--- src/hdl/clock_select_cfg.svh ---
// offsets, field positions, reset values and timing counts of the clock select block
`ifndef CLOCK_SELECT_CFG_SVH
`define CLOCK_SELECT_CFG_SVH

// register indices on the plain register port
`define DIVISOR_IDX 4'h0
`define FEEDBACK_IDX 4'h1
`define STATUS_IDX 4'h2

// clock_divisor_reg fields
`define RC_POST_HI 10
`define RC_POST_LO 8
`define PLL_POST_HI 7
`define PLL_POST_LO 6
`define PLL_PRE_HI 4
`define PLL_PRE_LO 0

// pll_feedback_reg field
`define FBD_HI 8
`define FBD_LO 0

// status fields
`define ST_SRC_HI 2
`define ST_SRC_LO 0
`define ST_SUB_HI 4
`define ST_SUB_LO 3
`define ST_PLL_BIT 5
`define ST_REL_BIT 6
`define ST_IO_BIT 7

// reset values
`define RC_POST_RST 3'h0
`define PLL_POST_RST 2'h1
`define PLL_PRE_RST 5'h00
`define FBD_RST 9'h030

// source select codes
`define SRC_FRC 3'h0
`define SRC_FRC_PLL 3'h1
`define SRC_PRI 3'h2
`define SRC_PRI_PLL 3'h3
`define SRC_SECONDARY_OSCILLATOR 3'h4
`define SRC_LOW_POWER_INTERNAL_RC 3'h5
`define SRC_DIV16 3'h6
`define SRC_DIVN 3'h7

// primary submode codes
`define SUB_EXT 2'h0
`define SUB_XT 2'h1
`define SUB_HS 2'h2

// fixed factors
`define FCY_DIV 2
`define DIV16_DEN 16
`define PLL_OFFSET 2

// settle time before execution is released, and clock rate
`define STARTUP_NS 64
`define CLK_MHZ 250

`endif

--- src/hdl/clock_select_pkg.sv ---
// types and shared decoders of the clock select block
package clock_select_pkg;
`include "clock_select_cfg.svh"

	typedef enum logic [1:0] {ST_CAPTURE, ST_SETTLE, ST_RUN} boot_e;
	typedef logic [2:0] source_t;
	typedef logic [9:0] factor_t;

	// rc postscale factor; 111 jumps to 256 rather than 128
	function automatic factor_t rc_post_den(input logic [2:0] code);
		factor_t f;
		f = 10'h001;
		if (code == 3'h7) begin
			f = 10'h100;
		end else begin
			f = factor_t'(10'h001 << code);
		end
		return f;
	endfunction

	// pll postscale factor; the reserved code is served as divide by 4
	function automatic factor_t n2_den(input logic [1:0] code);
		factor_t f;
		case (code)
			2'h0: f = 10'h002;
			2'h3: f = 10'h008;
			default: f = 10'h004;
		endcase
		return f;
	endfunction
endpackage

--- src/hdl/tick_if.sv ---
// carrier for synchronised oscillator levels and rising-edge ticks
`timescale 1ns/1ps
interface tick_if #(parameter int N = 4);
	logic [N-1:0] level;
	logic [N-1:0] edge_tick;
	modport source(output level, output edge_tick);
	modport sink(input level, input edge_tick);
endinterface

--- src/hdl/pin_sync.sv ---
// three-stage pin synchroniser with agreement filter and rising-edge tick
`timescale 1ns/1ps
module pin_sync #(
	parameter int N = 4
) (
	// clock and reset
	input wire logic clk,
	input wire logic nrst,
	// raw pins and synchronised result
	input wire logic [N-1:0] pins,
	tick_if.source out
);
	generate
		if (N < 1) begin : g_chk
			$error("pin_sync needs at least one pin");
		end
	endgenerate

	genvar i;
	generate
		for (i = 0; i < N; i++) begin : g_pin
			logic s1;
			logic s2;
			logic s3;
			logic stable;
			logic next_stable;
			logic next_tick;
			logic tick;
			// a change is accepted only when stages two and three agree
			always_comb begin
				next_stable = (s2 == s3) ? s3 : stable;
				next_tick = next_stable & ~stable;
			end
			always_ff @(posedge clk or negedge nrst) begin
				if (!nrst) begin
					s1 <= 1'b0;
					s2 <= 1'b0;
					s3 <= 1'b0;
					stable <= 1'b0;
					tick <= 1'b0;
				end else begin
					s1 <= pins[i];
					s2 <= s1;
					s3 <= s2;
					stable <= next_stable;
					tick <= next_tick;
				end
			end
			assign out.level[i] = stable;
			assign out.edge_tick[i] = tick;
		end
	endgenerate
endmodule

--- src/hdl/rate_scaler.sv ---
// fractional rate scaler: out rate = in rate * mul / den, by credit accumulation
`timescale 1ns/1ps
module rate_scaler #(
	parameter int ACC_W = 16
) (
	// clock and reset
	input wire logic clk,
	input wire logic nrst,
	// ratio and input tick
	input wire logic [9:0] mul,
	input wire logic [9:0] den,
	input wire logic in_tick,
	// scaled tick
	output logic out_tick
);
	generate
		if (ACC_W < 12) begin : g_chk
			$error("rate_scaler accumulator too narrow for the ratio range");
		end
	endgenerate

	logic [ACC_W-1:0] credit;
	logic [ACC_W-1:0] next_credit;
	logic next_out;

	// at most one tick per cycle; an input tick that would overflow the credit adds nothing to it
	always_comb begin
		next_credit = credit;
		next_out = 1'b0;
		if (credit >= ACC_W'(den)) begin
			next_credit = credit - ACC_W'(den);
			next_out = 1'b1;
		end
		if (in_tick && (next_credit <= {ACC_W{1'b1}} - ACC_W'(mul))) begin
			next_credit = next_credit + ACC_W'(mul);
		end
	end

	always_ff @(posedge clk or negedge nrst) begin
		if (!nrst) begin
			credit <= '0;
			out_tick <= 1'b0;
		end else begin
			credit <= next_credit;
			out_tick <= next_out;
		end
	end
endmodule

--- src/hdl/clock_select.sv ---
// system clock source selection, rc postscaler, pll ratio and instruction clock
`timescale 1ns/1ps
`include "clock_select_cfg.svh"
module clock_select
	import clock_select_pkg::*;
#(
	parameter int DATA_W = 16,
	parameter int ACC_W = 16
) (
	// clock and reset
	input wire logic clk,
	input wire logic nrst,
	// nonvolatile configuration, read once after reset release
	input wire logic [2:0] initial_source_select,
	input wire logic [1:0] primary_submode_select,
	input wire logic osc_pin_function_bit,
	input wire logic config_erased,
	// oscillator pins
	input wire logic fast_rc_pin,
	input wire logic primary_osc_pin,
	input wire logic secondary_osc_pin,
	input wire logic low_power_rc_pin,
	// register port
	input wire logic [3:0] reg_addr,
	input wire logic [DATA_W-1:0] reg_wdata,
	input wire logic reg_wr,
	input wire logic reg_rd,
	output logic [DATA_W-1:0] reg_rdata,
	// clock results
	output logic osc_tick,
	output logic instr_tick,
	output logic low_power_internal_rc_ref_tick,
	output logic osc2_pin_is_io,
	output logic exec_release
);
	localparam int STARTUP_CNT = (`STARTUP_NS * `CLK_MHZ + 999) / 1000;
	localparam int PIN_FRC = 0;
	localparam int PIN_PRI = 1;
	localparam int PIN_SECONDARY_OSCILLATOR = 2;
	localparam int PIN_LOW_POWER_INTERNAL_RC = 3;

	generate
		if (DATA_W < 16) begin : g_chk
			$error("clock_select needs a data width of at least 16");
		end
	endgenerate

	// synchronised oscillator pins
	tick_if #(.N(4)) osc_pins ();
	pin_sync #(.N(4)) u_sync (
		.clk(clk),
		.nrst(nrst),
		.pins({low_power_rc_pin, secondary_osc_pin, primary_osc_pin, fast_rc_pin}),
		.out(osc_pins.source)
	);

	// boot sequence state
	boot_e state;
	boot_e next_state;
	source_t src;
	source_t next_src;
	logic [1:0] submode;
	logic [1:0] next_submode;
	logic pin_func;
	logic next_pin_func;
	logic [7:0] settle;
	logic [7:0] next_settle;

	// capture the configuration one clock after reset release, then settle
	always_comb begin
		next_state = state;
		next_src = src;
		next_submode = submode;
		next_pin_func = pin_func;
		next_settle = settle;
		case (state)
			ST_CAPTURE: begin
				// the table names divide-by-N as the erased default
				next_src = config_erased ? `SRC_DIVN : initial_source_select;
				next_submode = primary_submode_select;
				next_pin_func = osc_pin_function_bit;
				next_settle = 8'h00;
				next_state = ST_SETTLE;
			end
			ST_SETTLE: begin
				next_settle = settle + 8'h01;
				if (settle == 8'(STARTUP_CNT - 1)) begin
					next_state = ST_RUN;
				end
			end
			ST_RUN: begin
				next_state = ST_RUN;
			end
			default: begin
				next_state = ST_CAPTURE;
			end
		endcase
	end

	always_ff @(posedge clk or negedge nrst) begin
		if (!nrst) begin
			state <= ST_CAPTURE;
			src <= `SRC_DIVN;
			submode <= `SUB_EXT;
			pin_func <= 1'b0;
			settle <= 8'h00;
		end else begin
			state <= next_state;
			src <= next_src;
			submode <= next_submode;
			pin_func <= next_pin_func;
			settle <= next_settle;
		end
	end

	// divider fields written by software
	logic [2:0] rc_post;
	logic [2:0] next_rc_post;
	logic [1:0] pll_post;
	logic [1:0] next_pll_post;
	logic [4:0] pll_pre;
	logic [4:0] next_pll_pre;
	logic [8:0] fbd;
	logic [8:0] next_fbd;
	logic [DATA_W-1:0] next_rdata;
	logic is_primary;
	logic pll_path;
	logic [DATA_W-1:0] status_word;

	// submode only means something for primary codes
	assign is_primary = (src == `SRC_PRI) || (src == `SRC_PRI_PLL);
	assign pll_path = (src == `SRC_PRI_PLL) || (src == `SRC_FRC_PLL);

	always_comb begin
		status_word = '0;
		status_word[`ST_SRC_HI:`ST_SRC_LO] = src;
		status_word[`ST_SUB_HI:`ST_SUB_LO] = is_primary ? submode : `SUB_EXT;
		status_word[`ST_PLL_BIT] = pll_path;
		status_word[`ST_REL_BIT] = exec_release;
		status_word[`ST_IO_BIT] = osc2_pin_is_io;
	end

	// register writes and one-cycle-late read data
	always_comb begin
		next_rc_post = rc_post;
		next_pll_post = pll_post;
		next_pll_pre = pll_pre;
		next_fbd = fbd;
		next_rdata = '0;
		if (reg_wr && reg_addr == `DIVISOR_IDX) begin
			next_rc_post = reg_wdata[`RC_POST_HI:`RC_POST_LO];
			next_pll_post = reg_wdata[`PLL_POST_HI:`PLL_POST_LO];
			next_pll_pre = reg_wdata[`PLL_PRE_HI:`PLL_PRE_LO];
		end
		if (reg_wr && reg_addr == `FEEDBACK_IDX) begin
			next_fbd = reg_wdata[`FBD_HI:`FBD_LO];
		end
		if (reg_rd) begin
			case (reg_addr)
				`DIVISOR_IDX: begin
					next_rdata[`RC_POST_HI:`RC_POST_LO] = rc_post;
					next_rdata[`PLL_POST_HI:`PLL_POST_LO] = pll_post;
					next_rdata[`PLL_PRE_HI:`PLL_PRE_LO] = pll_pre;
				end
				`FEEDBACK_IDX: begin
					next_rdata[`FBD_HI:`FBD_LO] = fbd;
				end
				`STATUS_IDX: begin
					next_rdata = status_word;
				end
				default: begin
					next_rdata = '0;
				end
			endcase
		end
	end

	always_ff @(posedge clk or negedge nrst) begin
		if (!nrst) begin
			rc_post <= `RC_POST_RST;
			pll_post <= `PLL_POST_RST;
			pll_pre <= `PLL_PRE_RST;
			fbd <= `FBD_RST;
			reg_rdata <= '0;
		end else begin
			rc_post <= next_rc_post;
			pll_post <= next_pll_post;
			pll_pre <= next_pll_pre;
			fbd <= next_fbd;
			reg_rdata <= next_rdata;
		end
	end

	// ratio and source tick for the active mode; nothing runs before capture
	factor_t mul_sel;
	factor_t den_sel;
	factor_t m_fac;
	factor_t n1_fac;
	logic src_tick;

	assign m_fac = factor_t'(fbd) + factor_t'(`PLL_OFFSET);
	assign n1_fac = factor_t'(pll_pre) + factor_t'(`PLL_OFFSET);

	always_comb begin
		mul_sel = 10'h001;
		den_sel = 10'h001;
		src_tick = 1'b0;
		case (src)
			`SRC_FRC: src_tick = osc_pins.edge_tick[PIN_FRC];
			`SRC_FRC_PLL, `SRC_PRI_PLL: begin
				src_tick = (src == `SRC_FRC_PLL) ? osc_pins.edge_tick[PIN_FRC] : osc_pins.edge_tick[PIN_PRI];
				mul_sel = m_fac;
				den_sel = factor_t'(n1_fac * n2_den(pll_post));
			end
			`SRC_PRI: src_tick = osc_pins.edge_tick[PIN_PRI];
			`SRC_SECONDARY_OSCILLATOR: src_tick = osc_pins.edge_tick[PIN_SECONDARY_OSCILLATOR];
			`SRC_LOW_POWER_INTERNAL_RC: src_tick = osc_pins.edge_tick[PIN_LOW_POWER_INTERNAL_RC];
			`SRC_DIV16: begin
				src_tick = osc_pins.edge_tick[PIN_FRC];
				den_sel = factor_t'(`DIV16_DEN);
			end
			`SRC_DIVN: begin
				src_tick = osc_pins.edge_tick[PIN_FRC];
				den_sel = rc_post_den(rc_post);
			end
			default: src_tick = 1'b0;
		endcase
		if (state == ST_CAPTURE) begin
			src_tick = 1'b0;
		end
	end

	logic scaled_tick;
	rate_scaler #(.ACC_W(ACC_W)) u_scale (
		.clk(clk),
		.nrst(nrst),
		.mul(mul_sel),
		.den(den_sel),
		.in_tick(src_tick),
		.out_tick(scaled_tick)
	);

	// output clocks: every second oscillator tick is an instruction tick
	logic half;
	logic next_half;
	logic next_io;

	always_comb begin
		next_half = scaled_tick ? ~half : half;
		// crystal submodes own the second pin; other modes follow the config bit
		next_io = (is_primary && submode != `SUB_EXT) ? 1'b0 : pin_func;
	end

	always_ff @(posedge clk or negedge nrst) begin
		if (!nrst) begin
			half <= 1'b0;
			osc_tick <= 1'b0;
			instr_tick <= 1'b0;
			low_power_internal_rc_ref_tick <= 1'b0;
			osc2_pin_is_io <= 1'b0;
			exec_release <= 1'b0;
		end else begin
			half <= next_half;
			osc_tick <= scaled_tick;
			instr_tick <= scaled_tick & half;
			low_power_internal_rc_ref_tick <= osc_pins.edge_tick[PIN_LOW_POWER_INTERNAL_RC];
			osc2_pin_is_io <= next_io;
			exec_release <= (state == ST_RUN);
		end
	end

	// checks on the selection, scaling, release, reset default and pin paths
	erased_default_a: assert property (@(posedge clk) disable iff (!nrst)
		(state == ST_CAPTURE && config_erased) |=> (src == `SRC_DIVN))
		else $error("erased config did not select rc divide-by-N");

	config_capture_a: assert property (@(posedge clk) disable iff (!nrst)
		(nrst && state == ST_CAPTURE && !config_erased) |=> (src == $past(initial_source_select)))
		else $error("source code not taken from config");

	instr_half_a: assert property (@(posedge clk) disable iff (!nrst)
		(osc_tick || instr_tick) |-> (osc_tick && (instr_tick != half)))
		else $error("instruction tick not on every second oscillator tick");

	bypass_pll_a: assert property (@(posedge clk) disable iff (!nrst)
		(src == `SRC_SECONDARY_OSCILLATOR || src == `SRC_LOW_POWER_INTERNAL_RC || src == `SRC_FRC || src == `SRC_PRI)
		|-> (mul_sel == 10'h001 && den_sel == 10'h001))
		else $error("pll ratio on a bypass source");

	div16_ratio_a: assert property (@(posedge clk) disable iff (!nrst)
		(src == `SRC_DIV16) |-> (den_sel == 10'h010 && mul_sel == 10'h001))
		else $error("divide-by-16 ratio wrong");

	rc_post_ratio_a: assert property (@(posedge clk) disable iff (!nrst)
		(src == `SRC_DIVN && rc_post == 3'h7) |-> (den_sel == 10'h100))
		else $error("rc postscale 111 is not 256");

	pll_ratio_a: assert property (@(posedge clk) disable iff (!nrst)
		(src == `SRC_PRI_PLL && pll_pre == 5'h00 && fbd == 9'h01E && pll_post == 2'h0)
		|-> (mul_sel == 10'h020 && den_sel == 10'h004))
		else $error("pll ratio does not follow M over N1 times N2");

	release_time_a: assert property (@(posedge clk) disable iff (!nrst)
		$rose(exec_release) |-> ($past(state, 2) == ST_SETTLE && $past(settle, 2) == 8'(STARTUP_CNT - 1)))
		else $error("execution released before settle finished");

	post_reset_a: assert property (@(posedge clk) disable iff (!nrst)
		(nrst && state == ST_CAPTURE)
		|-> (pll_post == 2'h1))
		else $error("postscale field not at its reset default");

	osc2_crystal_a: assert property (@(posedge clk) disable iff (!nrst)
		(exec_release && is_primary && submode == `SUB_XT) |-> !osc2_pin_is_io)
		else $error("crystal mode released the second pin as io");

	low_power_internal_rc_ref_a: assert property (@(posedge clk) disable iff (!nrst)
		low_power_internal_rc_ref_tick |-> $past(osc_pins.edge_tick[PIN_LOW_POWER_INTERNAL_RC]))
		else $error("reference tick without low-power rc edge");
endmodule

--- config.mk ---
export PLATFORM = sky130hd
export DESIGN_NAME = clock_select
export DESIGN_NICKNAME = d
export VERILOG_FILES = /design/src/hdl/clock_select_pkg.sv /design/src/hdl/tick_if.sv /design/src/hdl/pin_sync.sv /design/src/hdl/rate_scaler.sv /design/src/hdl/clock_select.sv
export VERILOG_INCLUDE_DIRS = /design/src /design/src/hdl
export SDC_FILE = /design/constraint.sdc
export NUM_CORES = 1
export LEC_CHECK = 0
export BUFFER_PORTS_ARGS = -buffer_cell sky130_fd_sc_hd__buf_4
export CAP_MARGIN = 20
export CORE_MARGIN = 8
export CORE_UTILIZATION = 65
export DETAILED_ROUTE_END_ITERATION = 10
export PLACE_DENSITY = 0.87
export SYNTH_ARGS = -nofsm -noshare
export SYNTH_HDL_FRONTEND = slang
export SYNTH_SLANG_ARGS = --single-unit
--- constraint.sdc ---
create_clock -name clk -period 16 [get_ports clk]
set_clock_uncertainty 0.2 [all_clocks]
set_input_delay 0 -clock clk [delete_from_list [all_inputs] [get_ports clk]]
set_output_delay 0 -clock clk [all_outputs]
set_load 0.05 [all_outputs]
==> results.yml, run 1 <==
run_status:
  outcome: "completed"
pwr:
  pwr_density_cell_nw_per_um2: 159
  leakage_nw: 3.09
  irDropWorstVdd_mv: 0.0834
  power_w: 0.00106
logic_synthesis:
  yosys_warnings: 0
  syn_inst: 578
  postSynth.asyncResetShare_pct: 100
  synth-seq-cells: 89
  synthDistinctLibCells: 58
  avgSynthCellArea_sq_um: 9.82
  synth_area_sq_um: 5670
  synth_edf_count: 0
  ys.flop_type: "dfrtp_1"
  ys_seq_area_share_pct: 39.4
global_routing:
  grt_max_degree: 62
  grt_pass1_vias: 4861
  grt_pass1_wl_mm: 23.7
  grt_antenna_before_repair: 0
  grt-ovfl-total: 0
  track_usage_pct: 25.4
floorplanning:
  row_count: 34
  core_area_sq_um: 8590
  io_pins: 56
  fp.dieArea_sq_um: 12000
  die_w_um: 109
  start_util_pct: 66.0
  die_h_um: 109
drt:
  post-route-drc-count: 0
  avgRoutedWirePerCell_um: 18.7
  drt-pass1-iter-count: 6
  drtIter0Drc: 334
  routed_wirelength_mm: 14.4
  vias: 4725
  viasPerCell: 6.12
  drtAntennaViolNets: 0
clock_network:
  cts_tree: "done"
  root_buffer: "clkbuf_8"
  cts_buffers: 9
  cts_buffer_depth: 2
  cts.sinks: 89
  cts_hold_buffers: 37
  post_cts.repair.setup_buffers: 0
  htreeDepth: 3
  worstSkewPairLatency_ns: 0.39
  clk_pin_slew_ns: 0.12
  ctsResizeCount: 0
sta:
  finalCritPeriodShare_pct: 51.7
  fmax_mhz: 121
  finalMaxSlewViolations: 0
  tns_ns: 0
  tightest_slew_ns: 1.05
  max-slew-margin-rel_pct: 30.0
  finalSetupViolations: 0
  hold_viol: 0
  rsz0062_at_grt: "false"
  final.min_clock_period_ns: 8.27
worst_hold_path:
  whs_path_depth: 2
  worstHoldStart: "low_power_rc_pin"
  min_path_type: "input pin to flip-flop"
  hold_end: "u_sync.g_pin[3].s1$_DFF_PN0_"
worst_setup_path:
  crit_slowest_cell: "dfstp_2"
  cp-start-kind: "flip-flop"
  reg2reg_from: "pll_post[0]$_DFFE_PN1P_"
  crit_arrival_ns: 8.33
  r2r-end: "u_scale.credit[12]$_DFF_PN0_"
  path_class: "flip-flop to flip-flop"
  endpoint_kind: "flip-flop"
  rrSetupSlack_ns: 7.73
  crit_required_ns: 16.05
  crit_fanout: 13
  rr_worst_depth: 32
  critPathMaxStageDelay_ns: 0.57
  cpMostUsedCell: "ha_1"
finish:
  utilization_pct: 77.6
  diodes: 0
  layout.cells.most_common: "dfrtp_1"
  drive_above_1_share_pct: 17.2
  nets: 747
  final_cell_mix: "83 x dfrtp_1, 50 x nor2_1, 49 x a21oi_1"
  syn_to_final_growth_pct: 17.5
  fillers: 497
  stdcell_count: 772
placement:
  globalplace.congestion: 0.905
  io_buffers: 45
  dp.cells: 719
  hpwl_mm: 9.57
job:
  max_cap_violations: 0
[state kept, by name (all words and copies together) (netlist names), 2 cells and up]
name                 cells
u_scale.credit          16
src                      3
u_sync.g_pin.s3          4
u_sync.g_pin.s1          4
u_sync.g_pin.stable      4
u_sync.g_pin.s2          4
pll_post                 2
state                    2
settle                   8
reg_rdata               11
submode                  2
fbd                      9
pll_pre                  5
u_sync.g_pin.tick        4
rc_post                  3
[synth_stat cells, types with 14 or more instances]
cell type | number | share of area (%)
dfrtp_1 | 83 | 37
nor2_1 | 50 | 3.3
a21oi_1 | 49 | 4.3
nand2_1 | 48 | 3.2
ha_1 | 46 | 10
mux2_2 | 32 | 6.4
inv_1 | 29 | 1.9
o21ai_0 | 23 | 2.0
xnor2_1 | 19 | 2.9
and2_1 | 17 | 1.9
nand3_1 | 17 | 1.5
mux2i_1 | 14 | 2.5
nor2b_1 | 14 | 1.5
[stage by stage]
stage	hold slack, ns	cell area, sq um	worst slack [ns]
floorplan	-0.496	5690	8.98
global placement	-0.263	6090	8.11
detailed placement	-0.255	6090	7.94
CTS	0.0148	6670	7.87
global route	0.0449	6670	7.25
finish	0.0534	6670	7.73
[worst max path at each step]
stage | slack [ns] | cells after the start | end | start
floorplan | 8.98 | 34 | u_scale.credit[12]$_DFF_PN0_ | pll_post[0]$_DFFE_PN1P_
global placement | 8.11 | 32 | u_scale.credit[12]$_DFF_PN0_ | pll_post[0]$_DFFE_PN1P_
detailed placement | 7.94 | 32 | u_scale.credit[12]$_DFF_PN0_ | pll_post[0]$_DFFE_PN1P_
CTS | 7.87 | 32 | u_scale.credit[12]$_DFF_PN0_ | pll_post[0]$_DFFE_PN1P_
global route | 7.25 | 32 | u_scale.credit[12]$_DFF_PN0_ | pll_post[0]$_DFFE_PN1P_
finish | 7.73 | 32 | u_scale.credit[12]$_DFF_PN0_ | pll_post[0]$_DFFE_PN1P_
[layer usage]
metal / vias to the layer above / GRT usage, % / wire length, um
li1: 2192 / - / -
met1: 2272 / 29.1 / 5630
met2: 201 / 43.4 / 7280
met3: 60 / 4.28 / 860
met4: 0 / 16.1 / 674
met5: - / 0.420 / 0
[cells by family (layout without fill, tap and decap cells)]
group | Yosys count | in the layout | synth area share [%]
buffers and inverters | 47 | 129 | 3.51
adder cells (fa/ha/maj) | 57 | 57 | 13.3
AO/OA/AOI/OAI | 125 | 125 | 14.4
other | 1 | 5 | 0.0661
XOR/XNOR | 32 | 32 | 5.07
flip-flops | 89 | 89 | 39.4
AND/OR/NAND/NOR | 181 | 181 | 15.5
multiplexers | 46 | 46 | 8.82
[where the power goes]
group          internal [W]  switching [W]  total (W)
clock network     0.0000622      0.0000975   0.000160
logic              0.000253       0.000339   0.000592
registers          0.000269      0.0000428   0.000312
total              0.000584       0.000479    0.00106
[critical path, delay by kind of cell, from the launching register on]
family | cells | cell delay, ns
adder cells (fa/ha/maj) | 8 | 2.61
AO/OA/AOI/OAI | 11 | 2.06
AND/OR/NAND/NOR | 8 | 1.89
buffers and inverters | 4 | 0.59
flip-flops | 1 | 0.57
XOR/XNOR | 1 | 0.21
[layout make-up]
class                           instances  area (sq um)  area share [%]
Timing Repair Buffer                   84           733            11.0
Inverter                               29           109            1.63
Multi-Input combinational cell        446          3260            48.8
Clock buffer                            9           124            1.86
Clock inverter                          7          76.3            1.14
Sequential cell                        89          2230            33.5
Tap cell                              108           135            2.03
(Power assumes the default switching activity.)
==> inputs of run 2 (changes only) <==
--- a/config.mk
+++ b/config.mk
@@ -6,12 +6,13 @@
 export SDC_FILE = /design/constraint.sdc
 export NUM_CORES = 1
 export LEC_CHECK = 0
+export ABC_AREA = 1
 export BUFFER_PORTS_ARGS = -buffer_cell sky130_fd_sc_hd__buf_4
 export CAP_MARGIN = 20
 export CORE_MARGIN = 8
-export CORE_UTILIZATION = 65
+export CORE_UTILIZATION = 60
 export DETAILED_ROUTE_END_ITERATION = 10
-export PLACE_DENSITY = 0.87
+export PLACE_DENSITY = 0.81
 export SYNTH_ARGS = -nofsm -noshare
 export SYNTH_HDL_FRONTEND = slang
 export SYNTH_SLANG_ARGS = --single-unit
==> constraint.sdc (replaced) <==
create_clock -name clk -period 8.37 [get_ports clk]
set_clock_uncertainty 0.2 [all_clocks]
set_input_delay 0 -clock clk [delete_from_list [all_inputs] [get_ports clk]]
set_output_delay 0 -clock clk [all_outputs]
set_load 0.05 [all_outputs]
==> run 2 against run 1 <==
Cell area up 5.4%. Power up 94%. Register-to-register slack worse by 7.1 ns. Synthesized area up 5.5%. Routed wire length up 0.80%. Combinational power up 98%. Global-route usage down 2.3 points. First-iteration DRC count up 44%. Non-clock buffer count down 1. Critical path type unchanged. Highest routed layer unchanged.
==> results.yml, run 2 <==
run_status:
  outcome: "completed"
sta:
  finalMaxSlewViolations: 0
  tightest_slew_ns: 0.653
  finalSetupViolations: 0
  rsz0062_at_grt: "false"
  max-slew-margin-rel_pct: 56.4
  final.min_clock_period_ns: 7.72
  hold-worst-slack_ns: 0.0816
  fmax_mhz: 130
  finalCritPeriodShare_pct: 92.2
  hold_viol: 0
  tns_ns: 0
worst_setup_path:
  crit_slowest_cell: "dfstp_2"
  crit_arrival_ns: 7.79
  path_class: "flip-flop to flip-flop"
  cp-start-kind: "flip-flop"
  crit_fanout: 19
  cpMostUsedCell: "nand2_1"
  critPathMaxStageDelay_ns: 0.56
  setup.worst_path.start: "pll_post[0]$_DFFE_PN1P_"
  reg2reg_from: "pll_post[0]$_DFFE_PN1P_"
  crit_required_ns: 8.44
  rr_worst_depth: 39
  endpoint_kind: "flip-flop"
placement:
  globalplace.congestion: 0.868
  hpwl_mm: 10.4
  io_buffers: 45
finish:
  layout.cells.most_common: "nand2_1"
  syn_to_final_growth_pct: 17.4
  largest-register: "u_scale.credit"
  largest_registers: "u_scale.credit x16, reg_rdata x11, fbd x9"
  nets: 973
  diodes: 0
  largest_reg_flops: 16
  fillers: 777
  final_cell_mix: "230 x nand2_1, 128 x inv_1, 83 x dfrtp_1"
  drive_above_1_share_pct: 9.66
drt:
  drt-pass1-iter-count: 6
  viasPerCell: 5.30
  post-route-drc-count: 0
  avgRoutedWirePerCell_um: 14.2
  routed_wirelength_mm: 14.6
  drtAntennaViolNets: 0
  vias: 5427
  drtIter0Drc: 480
logic_synthesis:
  synth-seq-cells: 89
  ys_seq_area_share_pct: 37.3
  syn_inst: 801
  synth_area_sq_um: 5980
  synth.most_common_cell: "nand2_1"
  synthTopCellsByArea: "dfrtp_1 35%, nand2_1 14%, ha_1 9.6%"
  synth_top_area_share_pct: 34.7
  ys.flop_type: "dfrtp_1"
  avgSynthCellArea_sq_um: 7.47
  yosys.area.top_type: "dfrtp_1"
  synthDistinctLibCells: 46
  synthTopCellsByCount: "230 x nand2_1, 128 x inv_1, 83 x dfrtp_1"
  synth_edf_count: 0
  postSynth.asyncResetShare_pct: 100
  yosys_warnings: 0
global_routing:
  grt_pass1_vias: 5429
  grt_pass1_wl_mm: 24.5
  grt_max_degree: 90
  grt_antenna_before_repair: 0
  grt-ovfl-total: 0
  track_usage_pct: 23.1
clock_network:
  htreeDepth: 3
  cts_tree: "done"
  cts.sinks: 89
  clk_pin_slew_ns: 0.10
  worstSkewPairLatency_ns: 0.38
  root_buffer: "clkbuf_8"
  cts_buffers: 9
  cts_buffer_depth: 2
floorplanning:
  fp.dieArea_sq_um: 13400
  start_util_pct: 61.5
  die_h_um: 116
  core_area_sq_um: 9730
  die_w_um: 116
  io_pins: 56
  row_count: 36
pwr:
  pwr_density_cell_nw_per_um2: 294
  irDropWorstVdd_mv: 0.164
  leakage_nw: 3.75
worst_hold_path:
  whs_path_depth: 4
  min_path_type: "input pin to flip-flop"
  worstHoldStart: "reg_wr"
job:
  max_cap_violations: 0
## run 2: report_power, final
group	total, W	switching [W]	leakage, nW	internal, W
combinational	0.00117	0.000744	2.56	0.000430
sequential	0.000579	0.0000688	1.09	0.000511
clock	0.000313	0.000168	0.108	0.000145
## run 2: kinds of logic after synthesis
logic type / Yosys count / share of synthesized area [%]
other cells: 1 / 0.0627
flops: 89 / 37.3
simple gates: 382 / 27.1
xor+xnor: 21 / 3.07
compound gates: 106 / 10.2
fa+ha+maj: 57 / 12.6
buf+inv: 145 / 9.58
## run 2: path summary, 6_finish.rpt
kind | to | slack [ns]
worst max-delay path | u_scale.credit[14]$_DFF_PN0_ | 0.65
worst min-delay path | fbd[1]$_DFFE_PN0P_ | 0.08
worst min register to register | u_sync.g_pin[1].s2$_DFF_PN0_ | 0.16
max in group asynchronous | src[1]$_DFFE_PN1P_ | 6.88
worst max register to register | u_scale.credit[14]$_DFF_PN0_ | 0.65
min in group asynchronous | reg_rdata[9]$_DFF_PN0_ | 0.44
## run 2: layout make-up
type	instances	area, sq um	area share (%)
clock buffer	9	124	1.76
clock inverter	7	83.8	1.19
inverter	131	492	7.00
multi-input combinational	571	3190	45.4
sequential	89	2230	31.8
tap	133	166	2.37
timing repair buffer	83	733	10.4
## run 2: stage by stage
| step | utilization, % | power, W | cell area (sq um) | cells | setup slack, ns |
|---|---|---|---|---|---|
| floorplan | - | 0.00148 | 6000 | 805 | 1.73 |
| global placement | 66.1 | 0.00170 | 6430 | 970 | 0.828 |
| detailed placement | 66.1 | 0.00172 | 6430 | 970 | 0.606 |
| CTS | 71.8 | 0.00205 | 6990 | 1021 | 0.558 |
| global route | 72.2 | 0.00226 | 7030 | 1023 | 0.0233 |
| finish | 72.2 | 0.00207 | 7030 | 1023 | 0.652 |
## run 2: repair_timing
action,CTS,global route
hold endpoints to repair,123,21
setup buffers,0,0
hold buffers,35,1
resized for setup,0,1
endpoints found under the setup margin,0,3
## run 2: routing by layer
| metal | track usage, % | share of wire [%] | vias up |
|---|---|---|---|
| met5 | 0 | 0 | - |
| li1 | - | - | 2705 |
| met1 | 27.8 | 43 | 2499 |
| met2 | 40.5 | 49 | 184 |
| met3 | 3.60 | 5.3 | 39 |
| met4 | 9.33 | 3.0 | 0 |
## run 2: critical path: cells and delay by family, from the launching register on
family,cells,cell delay [ns]
flip-flops,1,0.56
buffers and inverters,7,0.85
AND/OR/NAND/NOR,17,1.62
adder cells (fa/ha/maj),8,2.71
XOR/XNOR,1,0.16
AO/OA/AOI/OAI,6,1.54
==> inputs of run 3 (changes only) <==
--- a/config.mk
+++ b/config.mk
@@ -6,13 +6,12 @@
 export SDC_FILE = /design/constraint.sdc
 export NUM_CORES = 1
 export LEC_CHECK = 0
-export ABC_AREA = 1
 export BUFFER_PORTS_ARGS = -buffer_cell sky130_fd_sc_hd__buf_4
 export CAP_MARGIN = 20
 export CORE_MARGIN = 8
-export CORE_UTILIZATION = 60
+export CORE_UTILIZATION = 54
 export DETAILED_ROUTE_END_ITERATION = 10
-export PLACE_DENSITY = 0.81
+export PLACE_DENSITY_LB_ADDON = 0.2
 export SYNTH_ARGS = -nofsm -noshare
 export SYNTH_HDL_FRONTEND = slang
 export SYNTH_SLANG_ARGS = --single-unit
==> constraint.sdc (replaced) <==
create_clock -name clk -period 6.3 [get_ports clk]
set_clock_uncertainty 0.2 [all_clocks]
set_input_delay 0 -clock clk [delete_from_list [all_inputs] [get_ports clk]]
set_output_delay 0 -clock clk [all_outputs]
set_load 0.05 [all_outputs]
==> run 3 against run 2 <==
The flow now finishes with violations (negative hold slack, negative setup slack). Clock power rose by 29%. Combinational power rose by 86%. Worst setup slack got worse by 0.92 ns. Global-route usage fell by 1.8 points. Routed wire length rose by 2.8%. Fmax rose by 17%. Register-to-register slack got worse by 0.92 ns. Critical path depth fell by 10. First-iteration DRC count fell by 36%.
==> results.yml, run 3 (same netlist as run 1, synthesis figures left out) <==
run_status:
  outcome: "complete, but fails checks"
  violations: "negative hold slack, negative setup slack"
finish:
  largest-register: "u_scale.credit"
  drive_above_1_share_pct: 33.2
  final_cell_mix: "116 x buf_4, 83 x dfrtp_1, 47 x nor2_1"
  largest_reg_flops: 16
  fillers: 687
  layout.cells.most_common: "buf_4"
  nets: 824
  utilization_pct: 74.8
  stdcell_count: 877
  syn_to_final_growth_pct: 35.4
  largest_registers: "u_scale.credit x16, reg_rdata x11, fbd x9"
  diodes: 0
clock_network:
  htreeDepth: 3
  cts.sinks: 89
  worstSkewPairLatency_ns: 0.36
  cts_tree: "done"
  cts_buffer_depth: 2
  root_buffer: "clkbuf_8"
  cts_buffers: 9
  clk_pin_slew_ns: 0.10
worst_setup_path:
  path_class: "flip-flop to flip-flop"
  crit_family: "adder cells"
  reg2reg_from: "pll_pre[2]$_DFFE_PN0P_"
  crit_slowest_cell: "fa_1"
  crit_fanout: 10
  path_depth: 29
  cpMostUsedCell: "ha_4"
  r2r-end: "u_scale.credit[6]$_DFF_PN0_"
  critPathMaxStageDelay_ns: 0.50
  rrSetupSlack_ns: -0.27
  crit_required_ns: 6.34
  rr_worst_depth: 29
  cp-start-kind: "flip-flop"
  crit_arrival_ns: 6.61
  endpoint_kind: "flip-flop"
  path_buf_inv: 4
pwr:
  irDropWorstVdd_mv: 0.226
  pwr_density_cell_nw_per_um2: 439
  leakage_nw: 3.51
  power_w: 0.00337
floorplanning:
  die_h_um: 119
  core_area_sq_um: 10300
  row_count: 37
  die_w_um: 119
  io_pins: 56
  start_util_pct: 55.2
  fp.dieArea_sq_um: 14000
global_routing:
  grt_antenna_before_repair: 0
  grt_pass1_vias: 5216
  track_usage_pct: 21.3
  grt-ovfl-total: 0
  grt_pass1_wl_mm: 24.7
  grt_max_degree: 90
placement:
  io_buffers: 45
  globalplace.congestion: 0.950
  hpwl_mm: 10.4
  dp.cells: 808
sta:
  tns_ns: -3.47
  finalCritPeriodShare_pct: 104
  fmax_mhz: 152
  max-slew-margin-rel_pct: 36.1
  hold-worst-slack_ns: -0.0311
  tightest_slew_ns: 0.955
  finalMaxSlewViolations: 0
  finalSetupViolations: 16
  rsz0062_at_grt: "true"
  hold_viol: 36
  final.min_clock_period_ns: 6.57
  worst_slack_ns: -0.271
drt:
  routed_wirelength_mm: 15.0
  drt-pass1-iter-count: 5
  avgRoutedWirePerCell_um: 17.1
  drtAntennaViolNets: 0
  post-route-drc-count: 0
  drtIter0Drc: 306
  vias: 4932
  viasPerCell: 5.62
worst_hold_path:
  min_path_type: "input pin to asynchronous set/reset pin"
job:
  max_cap_violations: 0
## run 3: cell count changes in the layout (fill, tap and decap cells not counted), sizes merged, moves of 7 or more
cell,previous run,this run
a21o,1,11
a21oi,26,49
and2,0,18
buf,47,125
inv,134,31
mux2,0,32
mux2i,0,14
nand2,234,48
nand3,39,17
nor2,85,51
nor2b,4,14
nor3,11,4
o21ai,53,23
## run 3: timing repair
action | in CTS | in global routing
setup endpoints to repair | 16 | 16
hold buffers | 36 | 0
hold endpoints to repair | 123 | 0
setup buffers | 15 | 1
pin swaps | 17 | 6
resized for setup | 37 | 12
## run 3: worst max-delay path by stage
stage                             from                            to  slack, ns
2_1_floorplan  pll_post[0]$_DFFE_PN1P_   u_scale.credit[0]$_DFF_PN0_      -0.08
3_3_place_gp   pll_post[0]$_DFFE_PN1P_   u_scale.credit[2]$_DFF_PN0_      -0.12
3_5_place_dp    pll_pre[1]$_DFFE_PN0P_  u_scale.credit[12]$_DFF_PN0_      -0.26
4_1_cts        pll_post[0]$_DFFE_PN1P_   u_scale.credit[6]$_DFF_PN0_      -0.21
5_1_grt        pll_post[0]$_DFFE_PN1P_  u_scale.credit[10]$_DFF_PN0_      -0.54
6_report        pll_pre[2]$_DFFE_PN0P_   u_scale.credit[6]$_DFF_PN0_      -0.27
## run 3: cell type report
class,instances,area [sq um],area share [%]
multi-input combinational,446,3600,46.9
sequential,89,2230,29.1
timing repair buffer,161,1370,17.8
tap,136,170,2.21
clock buffer,9,124,1.61
inverter,29,109,1.42
clock inverter,7,78.8,1.03
## run 3: through the flow
| stage | worst slack, ns | area [sq um] |
|---|---|---|
| 2_1_floorplan | -0.0801 | 5870 |
| 3_3_place_gp | -0.116 | 6750 |
| 3_5_place_dp | -0.261 | 6750 |
| 4_1_cts | -0.213 | 7610 |
| 5_1_grt | -0.537 | 7680 |
| 6_report | -0.271 | 7680 |
## run 3: where the power goes
group | internal (W) | switching, W
registers | 0.000683 | 0.000109
logic | 0.00112 | 0.00106
clock network | 0.000187 | 0.000216
## run 3: worst reg2reg max path: cells and delay by family (launching register included)
| kind | cells | cell delay [ns] |
|---|---|---|
| AOI/OAI and AO/OA | 9 | 1.57 |
| buffers and inverters | 4 | 0.42 |
| xor gates and xnor gates | 1 | 0.17 |
| muxes | 2 | 0.57 |
| adders and majority gates | 7 | 1.99 |
| and+or+nand+nor | 6 | 1.10 |
| DFF | 1 | 0.42 |
## run 3: routing by layer
layer	vias up	GRT usage, %	wire, um	share of wire (%)
li1	2333	-	-	-
met1	2427	24.9	6400	43
met2	133	38.5	7590	51
met3	39	3.62	574	3.8
met4	0	7.59	403	2.7
met5	-	0	0	0
